$ cat src/logic/usc_map.svh
// Behaviour
// RULE1: multiprocessor mode drops frames lacking address bit
// RULE2: receive interrupt needs enable, global flag, flag
// RULE3: transmit-done interrupt needs enable, global flag, flag
// RULE4: empty-buffer interrupt needs enable, global flag, flag
// RULE5: receiver enable owns pin; disable flushes errors
// RULE6: transmitter disable waits for drain, then releases
// RULE7: size code selects 5 to 9 bits
// RULE8: received ninth bit read before low byte
// RULE9: ninth transmit bit captured with byte write
// RULE10: mode bit selects asynchronous or synchronous
// RULE11: parity off, even or odd; receiver checks
// RULE12: transmitter sends one or two stop bits
// RULE13: clock polarity picks change and sample edges
// RULE14: twelve-bit divisor split low and high bytes
// RULE15: low divisor write reloads the prescaler immediately; the code reloads it one clock after the write, via registered baudReload
// RULE16: short characters ignore upper bits, receive zeros
// RULE17: double speed halves samples per bit
// RULE18: transmit-done clears on service or write one
// RULE19: unused divisor and format bits read zero
`ifndef USC_MAP_SVH
`define USC_MAP_SVH

// register offsets
`define USC_OFS_FRAME 8'h20
`define USC_OFS_BAUD_LO 8'h99
`define USC_OFS_CTRL 8'h9A
`define USC_OFS_BAUD_HI 8'h98
`define USC_OFS_STATUS 8'h9B
`define USC_OFS_DATA 8'h0C

// field positions
`define USC_STAT_TXDONE 6
`define USC_STAT_DOUBLE 1
`define USC_STAT_MULTI 0

// reset values
`define USC_RST_FRAME 7'h06
`define USC_RST_CTRL 8'h00

// oversampling counts, last index and mid index
`define USC_OS_LAST_NORM 4'hF
`define USC_OS_LAST_DBL 4'h7
`define USC_OS_MID_NORM 4'h7
`define USC_OS_MID_DBL 4'h3

`endif

$ cat src/logic/usc_pkg.sv
`default_nettype none

package usc_pkg;

    // one received character with its status
    typedef struct packed {
        logic [7:0] data;
        logic ninth;
        logic frameErr;
        logic parityErr;
    } uscRxEntry_t;

    // decoded frame format
    typedef struct packed {
        logic syncMode;
        logic parityEn;
        logic parityOdd;
        logic twoStop;
        logic [3:0] dataBits;
        logic polarity;
    } uscFrameCfg_t;

    typedef enum logic [1:0] {TX_IDLE, TX_SHIFT} uscTxState_t;

    typedef enum logic [1:0] {RX_IDLE, RX_START, RX_BITS} uscRxState_t;

endpackage

`default_nettype wire

$ cat src/logic/usc_fifo2.sv
`timescale 1ns/10ps
`default_nettype none

module usc_fifo2 #(
    parameter int W = 11,
    parameter int DEPTH = 2
) (
    input wire logic clk,
    input wire logic srst,
    input wire logic flush,
    input wire logic inValid,
    input wire logic [W-1:0] inData,
    output logic inReady,
    output logic outValid,
    output logic [W-1:0] outData,
    input wire logic outReady
);
    localparam int AW = (DEPTH > 1) ? $clog2(DEPTH) : 1;

    logic [W-1:0] store [DEPTH]; // entries, no reset needed
    logic [AW-1:0] wrPtr; // next slot to fill
    logic [AW-1:0] rdPtr; // oldest entry
    logic [AW:0] count; // entries held
    logic push;
    logic pop;

    assign inReady = count != (AW+1)'(DEPTH);
    assign outValid = count != '0;
    assign outData = store[rdPtr];
    assign push = inValid && inReady;
    assign pop = outValid && outReady;

    // wrapping pointer step
    function automatic logic [AW-1:0] stepPtr(input logic [AW-1:0] p);
        return (p == AW'(DEPTH - 1)) ? '0 : p + AW'(1);
    endfunction

    // storage write
    always_ff @(posedge clk) begin
        if (push) begin
            store[wrPtr] <= inData;
        end
    end

    // pointers and fill level
    always_ff @(posedge clk) begin
        if (srst || flush) begin
            wrPtr <= '0;
            rdPtr <= '0;
            count <= '0;
        end else begin
            if (push) begin
                wrPtr <= stepPtr(wrPtr);
            end
            if (pop) begin
                rdPtr <= stepPtr(rdPtr);
            end
            if (push && !pop) begin
                count <= count + (AW+1)'(1);
            end else if (pop && !push) begin
                count <= count - (AW+1)'(1);
            end
        end
    end

endmodule

`default_nettype wire

$ cat src/logic/usc_baud_gen.sv
`timescale 1ns/10ps
`default_nettype none

module usc_baud_gen #(
    parameter int DW = 12
) (
    input wire logic clk,
    input wire logic srst,
    input wire logic reload,
    input wire logic [DW-1:0] divisor,
    output logic tick
);
    logic [DW-1:0] count; // down counter

    // one tick every divisor+1 clocks
    always_ff @(posedge clk) begin
        if (srst || reload) begin
            count <= divisor; // RULE15
            tick <= 1'b0;
        end else if (count == '0) begin
            count <= divisor;
            tick <= 1'b1;
        end else begin
            count <= count - DW'(1);
            tick <= 1'b0;
        end
    end

endmodule

`default_nettype wire

$ cat src/logic/usc_control.sv
`timescale 1ns/10ps
`default_nettype none
`include "usc_map.svh"

module usc_control
    import usc_pkg::*;
#(
    parameter int DIV_W = 12,
    parameter int RX_DEPTH = 2
) (
    input wire logic clk,
    input wire logic srst,
    input wire logic [7:0] regAddr,
    input wire logic regWrite,
    input wire logic regRead,
    input wire logic [7:0] regWdata,
    output logic [7:0] regRdata,
    input wire logic globalIrqEn,
    input wire logic txDoneIrqAck,
    output logic irqRxDone,
    output logic irqTxDone,
    output logic irqTxEmpty,
    input wire logic serialInPin,
    output logic serialOutPin,
    output logic serialOutOe,
    output logic syncClockOut,
    output logic syncClockOe,
    output logic rxPinOwned
);
    localparam int EW = $bits(uscRxEntry_t);

    // software-visible configuration
    logic [6:0] frameFmt; // format bits 6:0
    logic rxDoneIrqEn;
    logic txDoneIrqEn;
    logic txEmptyIrqEn;
    logic receiverEn;
    logic transmitterEn;
    logic charSizeMsb;
    logic txNinthBit;
    logic doubleSpeedBit;
    logic multiprocFilterEn;
    logic [DIV_W-1:0] baudDiv;
    logic baudReload; // pulse after low byte write
    uscFrameCfg_t cfg;

    // status flags
    logic txEmptyFlag;
    logic txDoneFlag;
    logic overrunFlag;
    logic rxDoneFlag;

    // transmit path
    uscTxState_t txState;
    logic [7:0] txBuf;
    logic txBufNinth;
    logic [12:0] txShift;
    logic [3:0] txLeft; // bits still to send
    logic [3:0] txOs; // oversample phase
    logic txFrameEnd; // pulse when last bit done
    logic txLoad;
    logic txStep;
    logic [3:0] frameLen;

    // receive path
    uscRxState_t rxState;
    logic [3:0] rxOs;
    logic [3:0] rxCnt; // bits received after start
    logic [8:0] rxData;
    logic rxParBit;
    logic rxPush;
    logic rxOverrun;
    uscRxEntry_t rxEntry;
    uscRxEntry_t rxHead;
    logic rxStep;
    logic rxAddrBit;
    logic fifoInReady;

    // timing
    logic tick;
    logic syncPhase;
    logic changeEdge;
    logic sampleEdge;
    logic [3:0] osLast;
    logic [3:0] osMid;

    // access strobes
    logic wrFrame;
    logic wrCtrl;
    logic wrStatus;
    logic wrBaudLo;
    logic wrBaudHi;
    logic wrData;
    logic rdData;

    assign wrFrame = regWrite && regAddr == `USC_OFS_FRAME;
    assign wrCtrl = regWrite && regAddr == `USC_OFS_CTRL;
    assign wrStatus = regWrite && regAddr == `USC_OFS_STATUS;
    assign wrBaudLo = regWrite && regAddr == `USC_OFS_BAUD_LO;
    assign wrBaudHi = regWrite && regAddr == `USC_OFS_BAUD_HI;
    assign wrData = regWrite && regAddr == `USC_OFS_DATA;
    assign rdData = regRead && regAddr == `USC_OFS_DATA;

    // size code to bit count, reserved as eight
    function automatic logic [3:0] charBits(input logic msb, input logic [1:0] lsbs);
        if (msb && lsbs == 2'h3) begin
            return 4'h9;
        end
        if (msb) begin
            return 4'h8;
        end
        return 4'h5 + {2'h0, lsbs};
    endfunction

    // parity over the first n data bits
    function automatic logic parityOf(input logic [8:0] d, input logic [3:0] n,
                                      input logic odd);
        logic p;
        p = odd;
        for (int i = 0; i < 9; i++) begin
            if (i < int'(n)) begin
                p = p ^ d[i];
            end
        end
        return p;
    endfunction

    // lsb-first frame
    function automatic logic [12:0] buildFrame(input logic [8:0] d, input logic [3:0] n,
                                               input logic pe, input logic odd);
        logic [12:0] f;
        f = '1;
        f[0] = 1'b0;
        for (int i = 0; i < 9; i++) begin
            if (i < int'(n)) begin
                f[i + 1] = d[i]; // RULE16
            end
        end
        if (pe) begin
            f[int'(n) + 1] = parityOf(d, n, odd); // RULE11
        end
        return f;
    endfunction

    // decode the format fields
    always_comb begin
        cfg.syncMode = frameFmt[6]; // RULE10
        cfg.parityEn = frameFmt[5]; // RULE11
        cfg.parityOdd = frameFmt[4];
        cfg.twoStop = frameFmt[3];
        cfg.dataBits = charBits(charSizeMsb, frameFmt[2:1]); // RULE7
        cfg.polarity = frameFmt[0];
    end

    // samples per bit
    assign osLast = doubleSpeedBit ? `USC_OS_LAST_DBL : `USC_OS_LAST_NORM; // RULE17
    assign osMid = doubleSpeedBit ? `USC_OS_MID_DBL : `USC_OS_MID_NORM;

    // total bits on the line; stop count only shapes transmit
    assign frameLen = 4'h1 + cfg.dataBits + {3'h0, cfg.parityEn}
                      + (cfg.twoStop ? 4'h2 : 4'h1); // RULE12

    // configuration registers
    always_ff @(posedge clk) begin
        if (srst) begin
            frameFmt <= `USC_RST_FRAME;
            {rxDoneIrqEn, txDoneIrqEn, txEmptyIrqEn, receiverEn} <= 4'(`USC_RST_CTRL >> 4);
            {transmitterEn, charSizeMsb, txNinthBit} <= 3'h0;
            doubleSpeedBit <= 1'b0;
            multiprocFilterEn <= 1'b0;
        end else begin
            if (wrFrame) begin
                frameFmt <= regWdata[6:0]; // RULE19
            end
            if (wrCtrl) begin
                {rxDoneIrqEn, txDoneIrqEn, txEmptyIrqEn} <= regWdata[7:5];
                receiverEn <= regWdata[4];
                transmitterEn <= regWdata[3];
                charSizeMsb <= regWdata[2];
                txNinthBit <= regWdata[0];
            end
            if (wrStatus) begin
                doubleSpeedBit <= regWdata[`USC_STAT_DOUBLE];
                multiprocFilterEn <= regWdata[`USC_STAT_MULTI];
            end
        end
    end

    // baud divisor bytes and reload strobe
    always_ff @(posedge clk) begin
        if (srst) begin
            baudDiv <= '0;
            baudReload <= 1'b0;
        end else begin
            baudReload <= wrBaudLo; // RULE15
            if (wrBaudLo) begin
                baudDiv[7:0] <= regWdata; // RULE14
            end
            if (wrBaudHi) begin
                baudDiv[DIV_W-1:8] <= regWdata[DIV_W-9:0]; // RULE19
            end
        end
    end

    // prescaler
    usc_baud_gen #(
        .DW(DIV_W)
    ) u_baud (
        .clk(clk),
        .srst(srst),
        .reload(baudReload),
        .divisor(baudDiv),
        .tick(tick)
    );

    // synchronous clock phase and edges
    always_ff @(posedge clk) begin
        if (srst || !cfg.syncMode) begin
            syncPhase <= 1'b0;
        end else if (tick) begin
            syncPhase <= !syncPhase;
        end
    end

    assign changeEdge = cfg.syncMode && tick && !syncPhase;
    assign sampleEdge = cfg.syncMode && tick && syncPhase;

    // sync clock pin; polarity swaps change and sample edges
    always_ff @(posedge clk) begin
        if (srst) begin
            syncClockOut <= 1'b0;
            syncClockOe <= 1'b0;
        end else begin
            syncClockOut <= syncPhase ^ cfg.polarity; // RULE13
            syncClockOe <= cfg.syncMode && (serialOutOe || receiverEn);
        end
    end

    // transmit buffer and empty flag
    always_ff @(posedge clk) begin
        if (srst) begin
            txBuf <= 8'h00;
            txBufNinth <= 1'b0;
            txEmptyFlag <= 1'b1;
        end else if (wrData && txEmptyFlag) begin
            txBuf <= regWdata;
            txBufNinth <= txNinthBit; // RULE9
            txEmptyFlag <= 1'b0;
        end else if (txLoad) begin
            txEmptyFlag <= 1'b1;
        end
    end

    assign txLoad = txState == TX_IDLE && !txEmptyFlag && serialOutOe;
    assign txStep = cfg.syncMode ? changeEdge : (tick && txOs == osLast);

    // transmit shifter
    always_ff @(posedge clk) begin
        if (srst) begin
            txState <= TX_IDLE;
            txShift <= '1;
            txLeft <= 4'h0;
            txOs <= 4'h0;
            txFrameEnd <= 1'b0;
        end else begin
            txFrameEnd <= 1'b0;
            case (txState)
                TX_IDLE: begin
                    txOs <= 4'h0;
                    if (txLoad) begin
                        txShift <= buildFrame({txBufNinth, txBuf}, cfg.dataBits,
                                              cfg.parityEn, cfg.parityOdd);
                        txLeft <= frameLen;
                        txState <= TX_SHIFT;
                    end
                end
                TX_SHIFT: begin
                    // count samples within a bit
                    if (tick && !cfg.syncMode) begin
                        txOs <= (txOs == osLast) ? 4'h0 : txOs + 4'h1;
                    end
                    if (txStep) begin
                        txShift <= {1'b1, txShift[12:1]};
                        txLeft <= txLeft - 4'h1;
                        if (txLeft == 4'h1) begin
                            txState <= TX_IDLE;
                            txFrameEnd <= 1'b1;
                        end
                    end
                end
                default: txState <= TX_IDLE;
            endcase
        end
    end

    // transmit pin ownership and level
    always_ff @(posedge clk) begin
        if (srst) begin
            serialOutOe <= 1'b0;
            serialOutPin <= 1'b1;
        end else begin
            // hold pin until drained
            serialOutOe <= transmitterEn
                           || (serialOutOe && (txState != TX_IDLE || !txEmptyFlag)); // RULE6
            serialOutPin <= (txState == TX_SHIFT) ? txShift[0] : 1'b1;
        end
    end

    // transmit complete, set beats clear
    always_ff @(posedge clk) begin
        if (srst) begin
            txDoneFlag <= 1'b0;
        end else if (txFrameEnd && txEmptyFlag) begin
            txDoneFlag <= 1'b1;
        end else if (txDoneIrqAck || (wrStatus && regWdata[`USC_STAT_TXDONE])) begin
            txDoneFlag <= 1'b0; // RULE18
        end
    end

    assign rxStep = cfg.syncMode ? sampleEdge : (tick && rxOs == osLast);
    assign rxAddrBit = rxData[cfg.dataBits - 4'h1];

    // receive sequencer; disabling resets it
    always_ff @(posedge clk) begin
        if (srst || !receiverEn) begin
            rxState <= RX_IDLE;
            rxOs <= 4'h0;
            rxCnt <= 4'h0;
            rxData <= 9'h000;
            rxParBit <= 1'b0;
            rxPush <= 1'b0;
            rxOverrun <= 1'b0;
            rxEntry <= '0;
        end else begin
            rxPush <= 1'b0;
            rxOverrun <= 1'b0;
            case (rxState)
                RX_IDLE: begin
                    rxOs <= 4'h0;
                    rxCnt <= 4'h0;
                    rxData <= 9'h000; // RULE16
                    // low line starts a frame
                    if (!serialInPin && (cfg.syncMode ? sampleEdge : tick)) begin
                        rxState <= cfg.syncMode ? RX_BITS : RX_START;
                    end
                end
                RX_START: begin
                    // recheck start bit at its middle
                    if (tick) begin
                        rxOs <= rxOs + 4'h1;
                        if (rxOs == osMid) begin
                            rxOs <= 4'h0;
                            rxState <= serialInPin ? RX_IDLE : RX_BITS;
                        end
                    end
                end
                RX_BITS: begin
                    if (tick && !cfg.syncMode) begin
                        rxOs <= (rxOs == osLast) ? 4'h0 : rxOs + 4'h1;
                    end
                    if (rxStep) begin
                        rxCnt <= rxCnt + 4'h1;
                        if (rxCnt < cfg.dataBits) begin
                            rxData[rxCnt] <= serialInPin;
                        end else if (cfg.parityEn && rxCnt == cfg.dataBits) begin
                            rxParBit <= serialInPin;
                        end else begin
                            // first stop bit ends the frame
                            rxState <= RX_IDLE;
                            rxEntry.data <= rxData[7:0];
                            rxEntry.ninth <= rxData[8];
                            rxEntry.frameErr <= !serialInPin;
                            rxEntry.parityErr <= cfg.parityEn && (rxParBit
                                != parityOf(rxData, cfg.dataBits, cfg.parityOdd)); // RULE11
                            if (!multiprocFilterEn || rxAddrBit) begin // RULE1
                                rxPush <= fifoInReady;
                                rxOverrun <= !fifoInReady;
                            end
                        end
                    end
                end
                default: rxState <= RX_IDLE;
            endcase
        end
    end

    // two-level receive buffer, flushed on disable
    usc_fifo2 #(
        .W(EW),
        .DEPTH(RX_DEPTH)
    ) u_rxbuf (
        .clk(clk),
        .srst(srst),
        .flush(!receiverEn), // RULE5
        .inValid(rxPush),
        .inData(rxEntry),
        .inReady(fifoInReady),
        .outValid(rxDoneFlag),
        .outData(rxHead),
        .outReady(rdData) // RULE8
    );

    // overrun, valid until the data is read
    always_ff @(posedge clk) begin
        if (srst) begin
            overrunFlag <= 1'b0;
        end else if (rxOverrun) begin
            overrunFlag <= 1'b1;
        end else if (rdData || !receiverEn) begin
            overrunFlag <= 1'b0; // RULE5
        end
    end

    // receive pin takeover
    always_ff @(posedge clk) begin
        if (srst) begin
            rxPinOwned <= 1'b0;
        end else begin
            rxPinOwned <= receiverEn; // RULE5
        end
    end

    // interrupt requests
    always_ff @(posedge clk) begin
        if (srst) begin
            irqRxDone <= 1'b0;
            irqTxDone <= 1'b0;
            irqTxEmpty <= 1'b0;
        end else begin
            irqRxDone <= rxDoneIrqEn && globalIrqEn && rxDoneFlag; // RULE2
            irqTxDone <= txDoneIrqEn && globalIrqEn && txDoneFlag; // RULE3
            irqTxEmpty <= txEmptyIrqEn && globalIrqEn && txEmptyFlag; // RULE4
        end
    end

    // read data, held
    always_ff @(posedge clk) begin
        if (srst) begin
            regRdata <= 8'h00;
        end else if (regRead) begin
            case (regAddr)
                `USC_OFS_STATUS: regRdata <= {rxDoneFlag, txDoneFlag, txEmptyFlag,
                                              rxDoneFlag && rxHead.frameErr, overrunFlag,
                                              rxDoneFlag && rxHead.parityErr,
                                              doubleSpeedBit, multiprocFilterEn};
                `USC_OFS_CTRL: regRdata <= {rxDoneIrqEn, txDoneIrqEn, txEmptyIrqEn,
                                            receiverEn, transmitterEn, charSizeMsb,
                                            rxDoneFlag && rxHead.ninth, txNinthBit}; // RULE8
                `USC_OFS_FRAME: regRdata <= {1'b0, frameFmt}; // RULE19
                `USC_OFS_BAUD_LO: regRdata <= baudDiv[7:0];
                `USC_OFS_BAUD_HI: regRdata <= 8'(baudDiv[DIV_W-1:8]); // RULE19
                `USC_OFS_DATA: regRdata <= rxDoneFlag ? rxHead.data : 8'h00;
                default: regRdata <= 8'h00;
            endcase
        end
    end

endmodule

`default_nettype wire

$ cat config.mk
export PLATFORM = sky130hd
export DESIGN_NAME = usc_control
export DESIGN_NICKNAME = d
export VERILOG_FILES = /design/src/logic/usc_pkg.sv /design/src/logic/usc_fifo2.sv /design/src/logic/usc_baud_gen.sv /design/src/logic/usc_control.sv
export VERILOG_INCLUDE_DIRS = /design/src /design/src/logic
export SDC_FILE = /design/constraint.sdc
export NUM_CORES = 1
export LEC_CHECK = 0
export ABC_AREA = 0
export BUFFER_PORTS_ARGS = -buffer_cell sky130_fd_sc_hd__buf_4
export CAP_MARGIN = 10
export CORE_MARGIN = 3
export CORE_UTILIZATION = 50
export CTS_BUF_LIST = sky130_fd_sc_hd__clkbuf_4 sky130_fd_sc_hd__clkbuf_8 sky130_fd_sc_hd__clkbuf_16
export CTS_CLUSTER_SIZE = 20
export DETAILED_ROUTE_END_ITERATION = 8
export PLACE_DENSITY_LB_ADDON = 0.08
export SYNTH_ARGS = -nofsm -noshare
export SYNTH_HDL_FRONTEND = slang
export SYNTH_SLANG_ARGS = --single-unit
$ cat constraint.sdc
create_clock -name clk -period 4 [get_ports clk]
set_input_delay 0.2 -clock clk [delete_from_list [all_inputs] [get_ports clk]]
set_output_delay 0.2 -clock clk [all_outputs]
set_load 0.01 [all_outputs]
==> results.txt, run 1 <==
CTS tree -> built
Clock Path Buffers -> 2
GPL Wtd Cong -> 0.915
Register Area -> 0.00330 mm^2
Startpoint Class -> register
DP HPWL -> 13.1 mm
Post-Syn Instances -> 861
relative max-transition margin -> 33.9%
PortBufs -> 38
RSZ-0062 raised after global routing -> no
routed length per instance -> 17.3 um
synthesized flop and latch total -> 154
Max VDD drop -> 0.330 mV
DR vias -> 6280
DP Cell Count -> 1042
Most used DFF post-synth -> dfxtp_1
Netlist Area Pre-Place -> 0.00754 mm^2
mux share of post-synthesis cell area -> 5.71%
Post-synth EDFFs -> 22
Die ar. -> 0.0166 mm^2
vias per cell -> 5.84
clock root buffer -> clkbuf_16
MaxCap Viol Count -> 0
worst setup margin -> 0.821 ns
largest family of logic cells by synthesized area -> simple AND/OR/NAND/NOR gates
multi-input logic area -> 0.00394 mm^2
Setup CP Type -> register to register
# resized after CTS -> 0
Worst-Skew Late Latency -> 0.43 ns
Slowest-stage cell, CP -> dfxtp_1
CP cell instances -> ha_1, nand2b_1, inv_1, ha_1, o31ai_1, xnor2_1, xnor2_1, xnor3_2, nor2_4, nand4_1, a221o_1
Pre-antenna DRT Iters -> 5
die width -> 129 um
Async SR Flop Fraction -> 0%
fin util -> 58.2%
WP data required -> 4.31 ns
clk_skew -> 0.0102 ns
Final Hold Fails -> 0
Fin Hold WS -> 0.0234 ns
critical-path maximum fanout -> 9
outcome -> completed
fillers -> 1318
largest net degree at the start of global routing -> 48
CTS H-tree lvls -> 4
endpoints failing setup -> 0
core outline area -> 0.0146 mm^2
Die Y -> 129 um
# IOs -> 39
1st-iter DRT viols -> 551
CP max stage delay -> 0.46 ns
most frequent cells in the layout -> dfxtp_1 (132), nor2_1 (99), nand2_1 (90)
Ys Warns -> 0
fin. max-slew vios -> 0
initial antenna violation count -> 0
final net count -> 933
Tcrit/Tclk final -> 79.5%
CTS Sinks -> 154
post-synth net total -> 916
fin area -> 0.00853 mm^2
sequential area share after synthesis -> 43.8%
hold crit path type -> input pin to register
Initial Util -> 51.5%
fin crit period -> 3.18 ns
vias in the first global route -> 5882
CP Data Arrival Time -> 3.49 ns
Netlist cell types -> 67
Total Power -> 3.35 mW
CTS buffer count -> 17
diodes inserted -> 0
area delta synth->final -> 13.0%
global route total overflow -> 0
CTS clk-pin slew, worst paths -> 0.06 ns
Fmax achieved -> 315 MHz
commonest non-fill, non-tap cell in the layout -> dfxtp_1
Post-CTS Hold Buffers -> 0
postcts setup bufs -> 0
actual slew at the worst max-slew pin -> 0.987 ns
total track usage -> 23.0%
Avg Inst Size Synth -> 8.76 um^2
Synth Area in XOR/XNOR -> 4.73%
post-synthesis adder-cell area fraction -> 5.41%
simple-gate share of the synthesized area -> 21.0%
compound-gate portion of the synthesized area -> 15.3%
Site Rows -> 44
final WL -> 18.6 mm
PD cells -> 392 mW/mm^2
setup TNS -> 0 ns
Critical Path End Type -> register
Pleak -> 3.18 nW
share of layout cells above drive strength 1 -> 10.9%
Post-DRT Antenna Nets -> 0
first-pass GRT wire length -> 30.4 mm
DRC violation count after routing -> 0
Cell Area, Placed -> 0.00792 mm^2
non-filler cells, final -> 1075
pre-CTS setup slack -> 0.849 ns
-- critical path: cells and delay by family (launching register included) --
kind	cells	cell delay, ns
AO/OA/AOI/OAI	2	0.59
XOR/XNOR	3	0.73
adder cells (fa/ha/maj)	2	0.66
buffers and inverters	1	0.15
flip-flops	1	0.46
AND/OR/NAND/NOR	3	0.49
-- flip-flops by register name (all words and copies together), names as in the netlist, 2 cells and up, named ones only --
name / cells
u_baud.count: 12
txLeft: 4
rxState: 2
u_rxbuf.count: 2
txShift: 13
rxData: 9
txBuf: 8
u_rxbuf.store: 22
rxEntry: 11
rxOs: 4
regRdata: 8
rxCnt: 4
frameFmt: 7
baudDiv: 12
txOs: 4
-- path summary, 6_finish.rpt --
kind	start	to	slack, ns	cells past startpoint
worst max-delay path	frameFmt[1]$_SDFFE_PP1P_	txShift[8]$_SDFFE_PP1P_	0.82	11
worst min-delay path	serialInPin	rxEntry[1]$_SDFFE_PP0P_	0.02	2
worst max register to register	frameFmt[1]$_SDFFE_PP1P_	txShift[8]$_SDFFE_PP1P_	0.82	11
worst min register to register	txShift[0]$_SDFFE_PP1P_	serialOutPin$_SDFF_PP1_	0.45	1
-- metal layers --
| metal | global-route usage [%] | part of all wire [%] | up-vias |
|---|---|---|---|
| met4 | 7.41 | 1.6 | 0 |
| met5 | 0 | 0 | - |
| met1 | 32.4 | 46 | 3010 |
| met2 | 35.7 | 47 | 169 |
| li1 | - | - | 3072 |
| met3 | 4.48 | 5.2 | 29 |
-- Yosys cell counts, drive strengths merged, types with 3 or more instances --
cell type	number	area (um^2)
or2	4	25.0
buf	7	43.8
nor2	101	389
inv	25	93.8
nand3	45	225
nor4	4	25.0
nand3b	3	22.5
mux2	6	67.6
nand2b	9	56.3
xnor2	26	228
or3	8	50.1
a21o	4	30.0
o32ai	3	26.3
and2	6	37.5
a211oi	14	105
nor4b	3	26.3
a31oi	6	37.5
and4	3	26.3
nand4	4	25.0
nand2	90	338
a221oi	4	35.0
xor2	12	105
nor2b	12	75.1
dfxtp	132	2640
nor3	23	115
ha	31	388
a211o	4	35.0
clkbuf	41	154
a311oi	9	78.8
o21ai	35	175
and3	8	50.1
a22oi	6	45.0
nor3b	4	30.0
mux2i	34	340
o31ai	4	30.0
a21boi	8	60.1
a21oi	78	398
edfxtp	22	661
-- report_power, final --
| group | leakage (nW) | internal (mW) | switching [mW] |
|---|---|---|---|
| clock network | 0.292 | 0.895 | 0.738 |
| logic | 1.67 | 0.0492 | 0.0725 |
| registers | 1.22 | 1.58 | 0.0125 |
-- cell type report --
type	count	area share [%]
Multi-Input combinational cell	633	46.2
Sequential cell	154	38.7
Clock buffer	17	4.99
Timing Repair Buffer	46	4.09
Tap cell	184	2.70
Clock inverter	15	2.01
Inverter	26	1.29
-- cells by family after synthesis --
logic type,count (synthesis)
adders and majority gates,32
AOI/OAI and AO/OA,187
DFF,154
buffers and inverters,74
xor gates and xnor gates,39
muxes,41
and+or+nand+nor,334
Power figures use the tool's default switching activity.
==> run 2: changes to the inputs <==
--- a/config.mk
+++ b/config.mk
@@ -6,7 +6,7 @@
 export SDC_FILE = /design/constraint.sdc
 export NUM_CORES = 1
 export LEC_CHECK = 0
-export ABC_AREA = 0
+export ABC_AREA = 1
 export BUFFER_PORTS_ARGS = -buffer_cell sky130_fd_sc_hd__buf_4
 export CAP_MARGIN = 10
 export CORE_MARGIN = 3
==> constraint.sdc (replaced) <==
create_clock -name clk -period 3.25 [get_ports clk]
set_input_delay 0.1625 -clock clk [delete_from_list [all_inputs] [get_ports clk]]
set_output_delay 0.1625 -clock clk [all_outputs]
set_load 0.01 [all_outputs]
==> run 2 against run 1 <==
Compared with the run above: maximum frequency is 16% higher; critical path type unchanged; sequential share of layout area is 2.2 points lower; critical endpoint is now rxEntry[0]$_SDFFE_PP0P_; highest routed layer unchanged; first-iteration DRC count fell by 6.7%.
==> results.txt, run 2 <==
fin. max-slew vios -> 0 (unchanged)
DP HPWL -> 14.7 mm (+12%)
Slowest-stage cell, CP -> nor2_4
Startpoint Class -> register
top-area cell type share of the netlist area -> 33.0% (-2.0 points)
commonest cells in the netlist -> nand2_1 (250), inv_1 (160), dfxtp_1 (132), nor2_1 (113), o21ai_0 (95)
Netlist cell types -> 53 (-21%)
actual slew at the worst max-slew pin -> 0.968 ns (-0.0196 ns)
most frequent cells in the layout -> nand2_1 (250), inv_1 (160), dfxtp_1 (132)
area delta synth->final -> 13.0% (about the same)
DR vias -> 6991 (+11%)
Largest delay share family, worst path -> simple AND/OR/NAND/NOR gates
relative max-transition margin -> 35.2% (+1.3 points)
CTS Sinks -> 154 (unchanged)
PD cells -> 482 mW/mm^2 (+23%)
Biggest register -> u_rxbuf.store
sequential area share after synthesis -> 41.3% (-2.5 points)
initial antenna violation count -> 0 (unchanged)
final net count -> 1196 (+28%)
WP data required -> 3.60 ns (-0.71 ns)
Fmax achieved -> 364 MHz (+16%)
R2R depth -> 16 (+5)
Critical Path End Type -> register
CTS buffer count -> 17 (unchanged)
critical-path maximum fanout -> 19 (+10)
routed length per instance -> 14.6 um (-16%)
Most used DFF post-synth -> dfxtp_1
# resized after CTS -> 0 (unchanged)
largest net degree at the start of global routing -> 36 (-25%)
Final Hold Fails -> 0 (unchanged)
CTS tree -> built
synth top area cells -> dfxtp_1 (33%), nand2_1 (12%), edfxtp_1 (8.3%)
Comb power frac -> 8.8% (+5.2 points)
fin crit period -> 2.75 ns (-0.430 ns)
Buf/Inv on CP -> 5 (+4)
Worst-Skew Late Latency -> 0.43 ns (about the same)
vias per cell -> 5.12 (-12%)
die width -> 133 um (+2.8%)
total track usage -> 23.1% (+0.050 points)
Post-synth EDFFs -> 22 (unchanged)
Pleak -> 3.92 nW (+23%)
Post-DRT Antenna Nets -> 0 (unchanged)
most frequent cell after synthesis -> nand2_1
post-synth net total -> 1159 (+27%)
Pre-antenna DRT Iters -> 5 (unchanged)
Clock Path Buffers -> 2 (unchanged)
Post-Syn Instances -> 1104 (+28%)
global route total overflow -> 0 (unchanged)
CTS clk-pin slew, worst paths -> 0.07 ns (about the same)
max reg flops -> 22 (unchanged)
commonest non-fill, non-tap cell in the layout -> nand2_1
diodes inserted -> 0 (unchanged)
WP depth -> 16 (+5)
hold crit path type -> input pin to register
Max VDD drop -> 0.363 mV (+10%)
setup TNS -> 0 ns (unchanged)
PortBufs -> 38 (unchanged)
Setup CP Type -> register to register
clk_skew -> 0.00956 ns (-0.000687 ns)
MaxCap Viol Count -> 0 (unchanged)
first-pass GRT wire length -> 32.6 mm (+7.2%)
endpoints failing setup -> 0 (unchanged)
CP Data Arrival Time -> 3.10 ns (-0.39 ns)
core outline area -> 0.0154 mm^2 (+5.3%)
Async SR Flop Fraction -> 0% (unchanged)
Flop pwr share -> 47.1% (-0.5 points)
GPL Wtd Cong -> 0.869 (-5.0%)
CP cell instances -> ha_1, inv_1, nor2_1, buf_4, inv_1, ha_1, inv_1, o21bai_1, nand2_1, nand2_1, nand2_1, nor2_4, inv_4, nor2_4, nand3_2, a21oi_2
CTS H-tree lvls -> 4 (unchanged)
Avg Inst Size Synth -> 7.25 um^2 (-17%)
Die ar. -> 0.0176 mm^2 (+5.8%)
vias in the first global route -> 6269 (+6.6%)
internal power -> 3.21 mW (+27%)
1st-iter DRT viols -> 514 (-6.7%)
CP max stage delay -> 0.39 ns (-0.07 ns)
RSZ-0062 raised after global routing -> no
Switching Fraction -> 26.2% (+1.6 points)
pre-CTS setup slack -> 0.530 ns (-0.318 ns)
Initial Util -> 51.9% (+0.35 points)
Netlist Area Pre-Place -> 0.00800 mm^2 (+6.1%)
final WL -> 19.9 mm (+7.0%)
cell taking the most area after synthesis -> dfxtp_1
Hold Crit Depth -> 3 (+1)
worst setup margin -> 0.501 ns (-0.320 ns)
share of layout cells above drive strength 1 -> 9.97% (-0.92 points)
DRC violation count after routing -> 0 (unchanged)
Clock power frac -> 44.1% (-4.7 points)
Ys Warns -> 0 (unchanged)
Tcrit/Tclk final -> 84.6% (+5.1 points)
# IOs -> 39 (unchanged)
top flop regs -> u_rxbuf.store (22), txShift (13)
Die Y -> 133 um (+2.8%)
Site Rows -> 45 (+2.3%)
synthesized flop and latch total -> 154 (unchanged)
clock root buffer -> clkbuf_16
Switching Power -> 1.14 mW (+38%)
outcome -> completed
[run 2: changes by cell type after synthesis, sizes merged, moves of 18 or more]
cell    delta
a21oi     +19
clkbuf    -27
inv      +139
mux2i     -31
nand2    +173
o21ai     +66
xnor2     -18
[run 2: layer usage]
metal | share of wire [%] | GRT usage, %
met1 | 49 | 32.7
met2 | 46 | 36.0
met3 | 4.3 | 4.87
met4 | 1.0 | 5.83
met5 | 0 | 0
[run 2: power groups by stage]
stage	Sequential, mW	Combinational, mW	Clock [mW]
CTS	2.05	0.385	1.94
detailed placement	2.09	0.382	0
floorplan	2.08	0.282	0
global route	2.06	0.438	2.03
finish	2.05	0.384	1.92
global placement	2.09	0.378	0
[run 2: cell type report]
class	instances	area [um^2]
Clock buffer	17	425
Timing Repair Buffer	47	355
Fill cell	1491	6390
Tap cell	211	264
Sequential cell	154	3300
Multi-Input combinational cell	757	3930
Clock inverter	15	141
Inverter	164	618
[run 2: cell families (layout without fill, tap and decap cells)]
logic type | after synthesis | in the layout | synth area share [%]
mux | 3 | 3 | 0.375
fa+ha+maj | 32 | 32 | 5.10
buf+inv | 193 | 243 | 9.55
simple gates | 468 | 468 | 25.5
flops | 154 | 154 | 41.3
xor+xnor | 21 | 21 | 2.30
compound gates | 233 | 233 | 15.9
[run 2: timing repair]
item / CTS / global route
hold buffers: 1 / 0
endpoints found under the hold margin: 1 / 0
buffers inserted: 0 / 0
[run 2: worst register-to-register path, cell delays in order, from the launching register on]
cell      delay (ns)
dfxtp_1         0.35
ha_1            0.33
inv_1           0.07
nor2_1          0.08
buf_4           0.15
inv_1           0.09
ha_1            0.30
inv_1           0.04
o21bai_1        0.12
nand2_1         0.06
nand2_1         0.16
nand2_1         0.14
nor2_4          0.40
inv_4           0.10
nor2_4          0.11
nand3_2         0.08
a21oi_2         0.10
[run 2: stage by stage]
step / instances / utilization (%) / total power [mW] / hold WS [ns] / instance area [um^2]
2_1_floorplan: 1104 / - / 2.36 / 0.253 / 8000
3_3_place_gp: 1332 / 54.9 / 2.47 / 0.407 / 8460
3_5_place_dp: 1332 / 54.9 / 2.47 / 0.408 / 8460
4_1_cts: 1365 / 58.6 / 4.38 / 0.0154 / 9040
5_1_grt: 1365 / 58.6 / 4.53 / 0.0290 / 9040
6_report: 1365 / 58.6 / 4.35 / 0.0208 / 9040
[run 2: path summary, 6_finish.rpt]
path	start	endpoint	slack, ns
max	frameFmt[1]$_SDFFE_PP1P_	rxEntry[0]$_SDFFE_PP0P_	0.50
min	regWdata[2]	frameFmt[2]$_SDFFE_PP1P_	0.02
max reg2reg	frameFmt[1]$_SDFFE_PP1P_	rxEntry[0]$_SDFFE_PP0P_	0.50
min reg2reg	txShift[0]$_SDFFE_PP1P_	serialOutPin$_SDFF_PP1_	0.43
==> run 3: changes to the inputs <==
--- a/config.mk
+++ b/config.mk
@@ -6,7 +6,7 @@
 export SDC_FILE = /design/constraint.sdc
 export NUM_CORES = 1
 export LEC_CHECK = 0
-export ABC_AREA = 1
+export ABC_AREA = 0
 export BUFFER_PORTS_ARGS = -buffer_cell sky130_fd_sc_hd__buf_4
 export CAP_MARGIN = 10
 export CORE_MARGIN = 3
==> constraint.sdc (replaced) <==
create_clock -name clk -period 2.75 [get_ports clk]
set_input_delay 0.1375 -clock clk [delete_from_list [all_inputs] [get_ports clk]]
set_output_delay 0.1375 -clock clk [all_outputs]
set_load 0.01 [all_outputs]
==> run 3 against run 2 <==
Compared with the run above: global-route usage up 0.67 points; maximum frequency up 3.7%; critical path depth down 5; clock skew up 0.0074 ns; largest power group unchanged; critical path type unchanged; sequential power up 13%; first-iteration DRC count up 35%; hold slack worse by 0.0050 ns; combinational power down 52%.
==> results.txt, run 3 (same netlist as run 1, synthesis figures left out) <==
outcome -> completed
Max VDD drop -> 0.506 mV (+39%)
reg2reg start -> frameFmt[1]$_SDFFE_PP1P_
Post-DRT Antenna Nets -> 0 (unchanged)
share of layout cells above drive strength 1 -> 14.4% (+4.4 points)
clock root buffer -> clkbuf_16
CTS Sinks -> 154 (unchanged)
Pleak -> 3.32 nW (-15%)
internal power -> 3.56 mW (+11%)
# IOs -> 39 (unchanged)
Startpoint Class -> register
Cell Area, Placed -> 0.00810 mm^2 (-4.3%)
Clock Path Buffers -> 2 (unchanged)
Flop pwr share -> 48.9% (+1.8 points)
routed length per instance -> 17.4 um (+19%)
DR vias -> 6406 (-8.4%)
CP max stage delay -> 0.54 ns (+0.15 ns)
commonest non-fill, non-tap cell in the layout -> dfxtp_1
Slowest-stage cell, CP -> xnor3_2
multi-input logic area -> 0.00401 mm^2 (+1.8%)
max reg flops -> 22 (unchanged)
WP data required -> 3.06 ns (-0.54 ns)
flop-to-flop setup slack -> 0.1 ns (-0.40 ns)
global route total overflow -> 0 (unchanged)
CTS clk-pin slew, worst paths -> 0.07 ns (about the same)
Setup CP Type -> register to register
Biggest register -> u_rxbuf.store
fin crit period -> 2.65 ns (-0.0975 ns)
RSZ-0062 raised after global routing -> no
endpoints failing setup -> 0 (unchanged)
Buf/Inv on CP -> 1 (-4)
die width -> 129 um (-2.8%)
CTS buffer count -> 17 (unchanged)
Final Hold Fails -> 0 (unchanged)
Register Area -> 0.00331 mm^2 (+0.27%)
pre-CTS setup slack -> 0.0348 ns (-0.495 ns)
hold_sp -> regWdata[6]
fillers -> 1274 (-15%)
actual slew at the worst max-slew pin -> 0.701 ns (-0.266 ns)
worst hold path endpoint -> baudDiv[6]$_SDFFE_PP0P_
CTS tree -> built
Worst-Skew Late Latency -> 0.44 ns (about the same)
Die ar. -> 0.0166 mm^2 (-5.5%)
fin area -> 0.00883 mm^2 (-2.4%)
CTS H-tree lvls -> 4 (unchanged)
CP Data Arrival Time -> 2.96 ns (-0.14 ns)
final WL -> 19.2 mm (-3.6%)
critical-path maximum fanout -> 7 (-12)
Initial Util -> 51.5% (-0.35 points)
Largest delay share family, worst path -> XOR/XNOR gates
Clock power frac -> 47.2% (+3.1 points)
fin. max-slew vios -> 0 (unchanged)
initial antenna violation count -> 0 (unchanged)
Die Y -> 129 um (-2.8%)
CP cell instances -> ha_4, nand2b_4, inv_2, ha_4, o31ai_4, xnor2_1, xnor2_1, xnor3_2, nor2_4, nand4_1, a221o_1
Tcrit/Tclk final -> 96.4% (+12 points)
Critical Path End Type -> register
PortBufs -> 38 (unchanged)
worst setup margin -> 0.0984 ns (-0.403 ns)
vias in the first global route -> 5912 (-5.7%)
DP HPWL -> 13.6 mm (-8.1%)
final net count -> 965 (-19%)
relative max-transition margin -> 52.8% (+18 points)
Comb power frac -> 3.9% (-4.9 points)
Pre-antenna DRT Iters -> 5 (unchanged)
clk_skew -> 0.0169 ns (+0.00739 ns)
most frequent cells in the layout -> dfxtp_1 (129), nor2_1 (99), nand2_1 (90)
core outline area -> 0.0146 mm^2 (-5.1%)
hold crit path type -> input pin to register
Hold Crit Depth -> 3 (unchanged)
Switching Power -> 1.17 mW (+2.3%)
RR Endpoint -> txShift[8]$_SDFFE_PP1P_
1st-iter DRT viols -> 692 (+35%)
Fmax achieved -> 377 MHz (+3.7%)
total track usage -> 23.7% (+0.67 points)
vias per cell -> 5.79 (+13%)
Site Rows -> 44 (-2.2%)
largest net degree at the start of global routing -> 46 (+28%)
GPL Wtd Cong -> 0.924 (+6.3%)
PD cells -> 536 mW/mm^2 (+11%)
MaxCap Viol Count -> 0 (unchanged)
R2R depth -> 11 (-5)
top flop regs -> u_rxbuf.store (22), txShift (13)
Switching Fraction -> 24.7% (-1.5 points)
first-pass GRT wire length -> 31.0 mm (-4.7%)
diodes inserted -> 0 (unchanged)
setup TNS -> 0 ns (unchanged)
area delta synth->final -> 17.0%
DRC violation count after routing -> 0 (unchanged)
## run 3: metal layers
layer,up-vias,share of wire (%),track usage (%)
met3,22,4.7,4.48
met1,3048,46,32.7
met2,182,48,37.8
met4,0,1.6,7.60
li1,3154,-,-
met5,-,0,0
## run 3: cell type report
type	count	area share, %
Inverter	26	1.25
Clock buffer	17	4.82
Sequential cell	154	37.5
Multi-Input combinational cell	633	45.4
Tap cell	184	2.61
Timing Repair Buffer	78	6.85
Clock inverter	15	1.57
## run 3: tightest hold or removal path, cell delays in order
cell and delay (ns):
buf_4 0.14, nand3_1 0.07, a21oi_1 0.06
## run 3: worst max path at each step
stage	from	end	slack (ns)	depth (start not counted)
after floorplan	frameFmt[1]$_SDFFE_PP1P_	txShift[8]$_SDFFE_PP1P_	0.04	12
after global placement	frameFmt[1]$_SDFFE_PP1P_	txShift[8]$_SDFFE_PP1P_	0.14	11
after detailed placement	frameFmt[1]$_SDFFE_PP1P_	txShift[8]$_SDFFE_PP1P_	0.03	11
after CTS	frameFmt[1]$_SDFFE_PP1P_	txShift[8]$_SDFFE_PP1P_	0.02	11
after global routing	frameFmt[2]$_SDFFE_PP1P_	rxData[1]$_SDFFE_PP0P_	0.02	11
final	frameFmt[1]$_SDFFE_PP1P_	txShift[8]$_SDFFE_PP1P_	0.1	11
## run 3: what timing repair did
action | 4_1_cts | 5_1_grt
gates resized for setup | 0 | 11
endpoints found under the setup margin | 0 | 29
endpoints found under the hold margin | 14 | 0
hold buffers | 6 | 0
setup buffers | 0 | 7
## run 3: power by group through the flow
stage | Clock (mW) | Combinational [mW] | Sequential [mW]
after CTS | 2.27 | 0.183 | 2.31
after floorplan | 0 | 0.103 | 2.36
final | 2.23 | 0.184 | 2.31
after global placement | 0 | 0.173 | 2.36
after detailed placement | 0 | 0.175 | 2.37
after global routing | 2.36 | 0.205 | 2.31
## run 3: metrics by stage
| step | total power [mW] | cells | util [%] | hold slack, ns |
|---|---|---|---|---|
| detailed placement | 2.54 | 1062 | 55.3 | 0.406 |
| finish | 4.73 | 1107 | 60.3 | 0.0159 |
| floorplan | 2.47 | 861 | - | 0.233 |
| CTS | 4.77 | 1100 | 59.6 | 0.000425 |
| global route | 4.88 | 1107 | 60.3 | 0.0163 |
| global placement | 2.54 | 1062 | 55.3 | 0.410 |
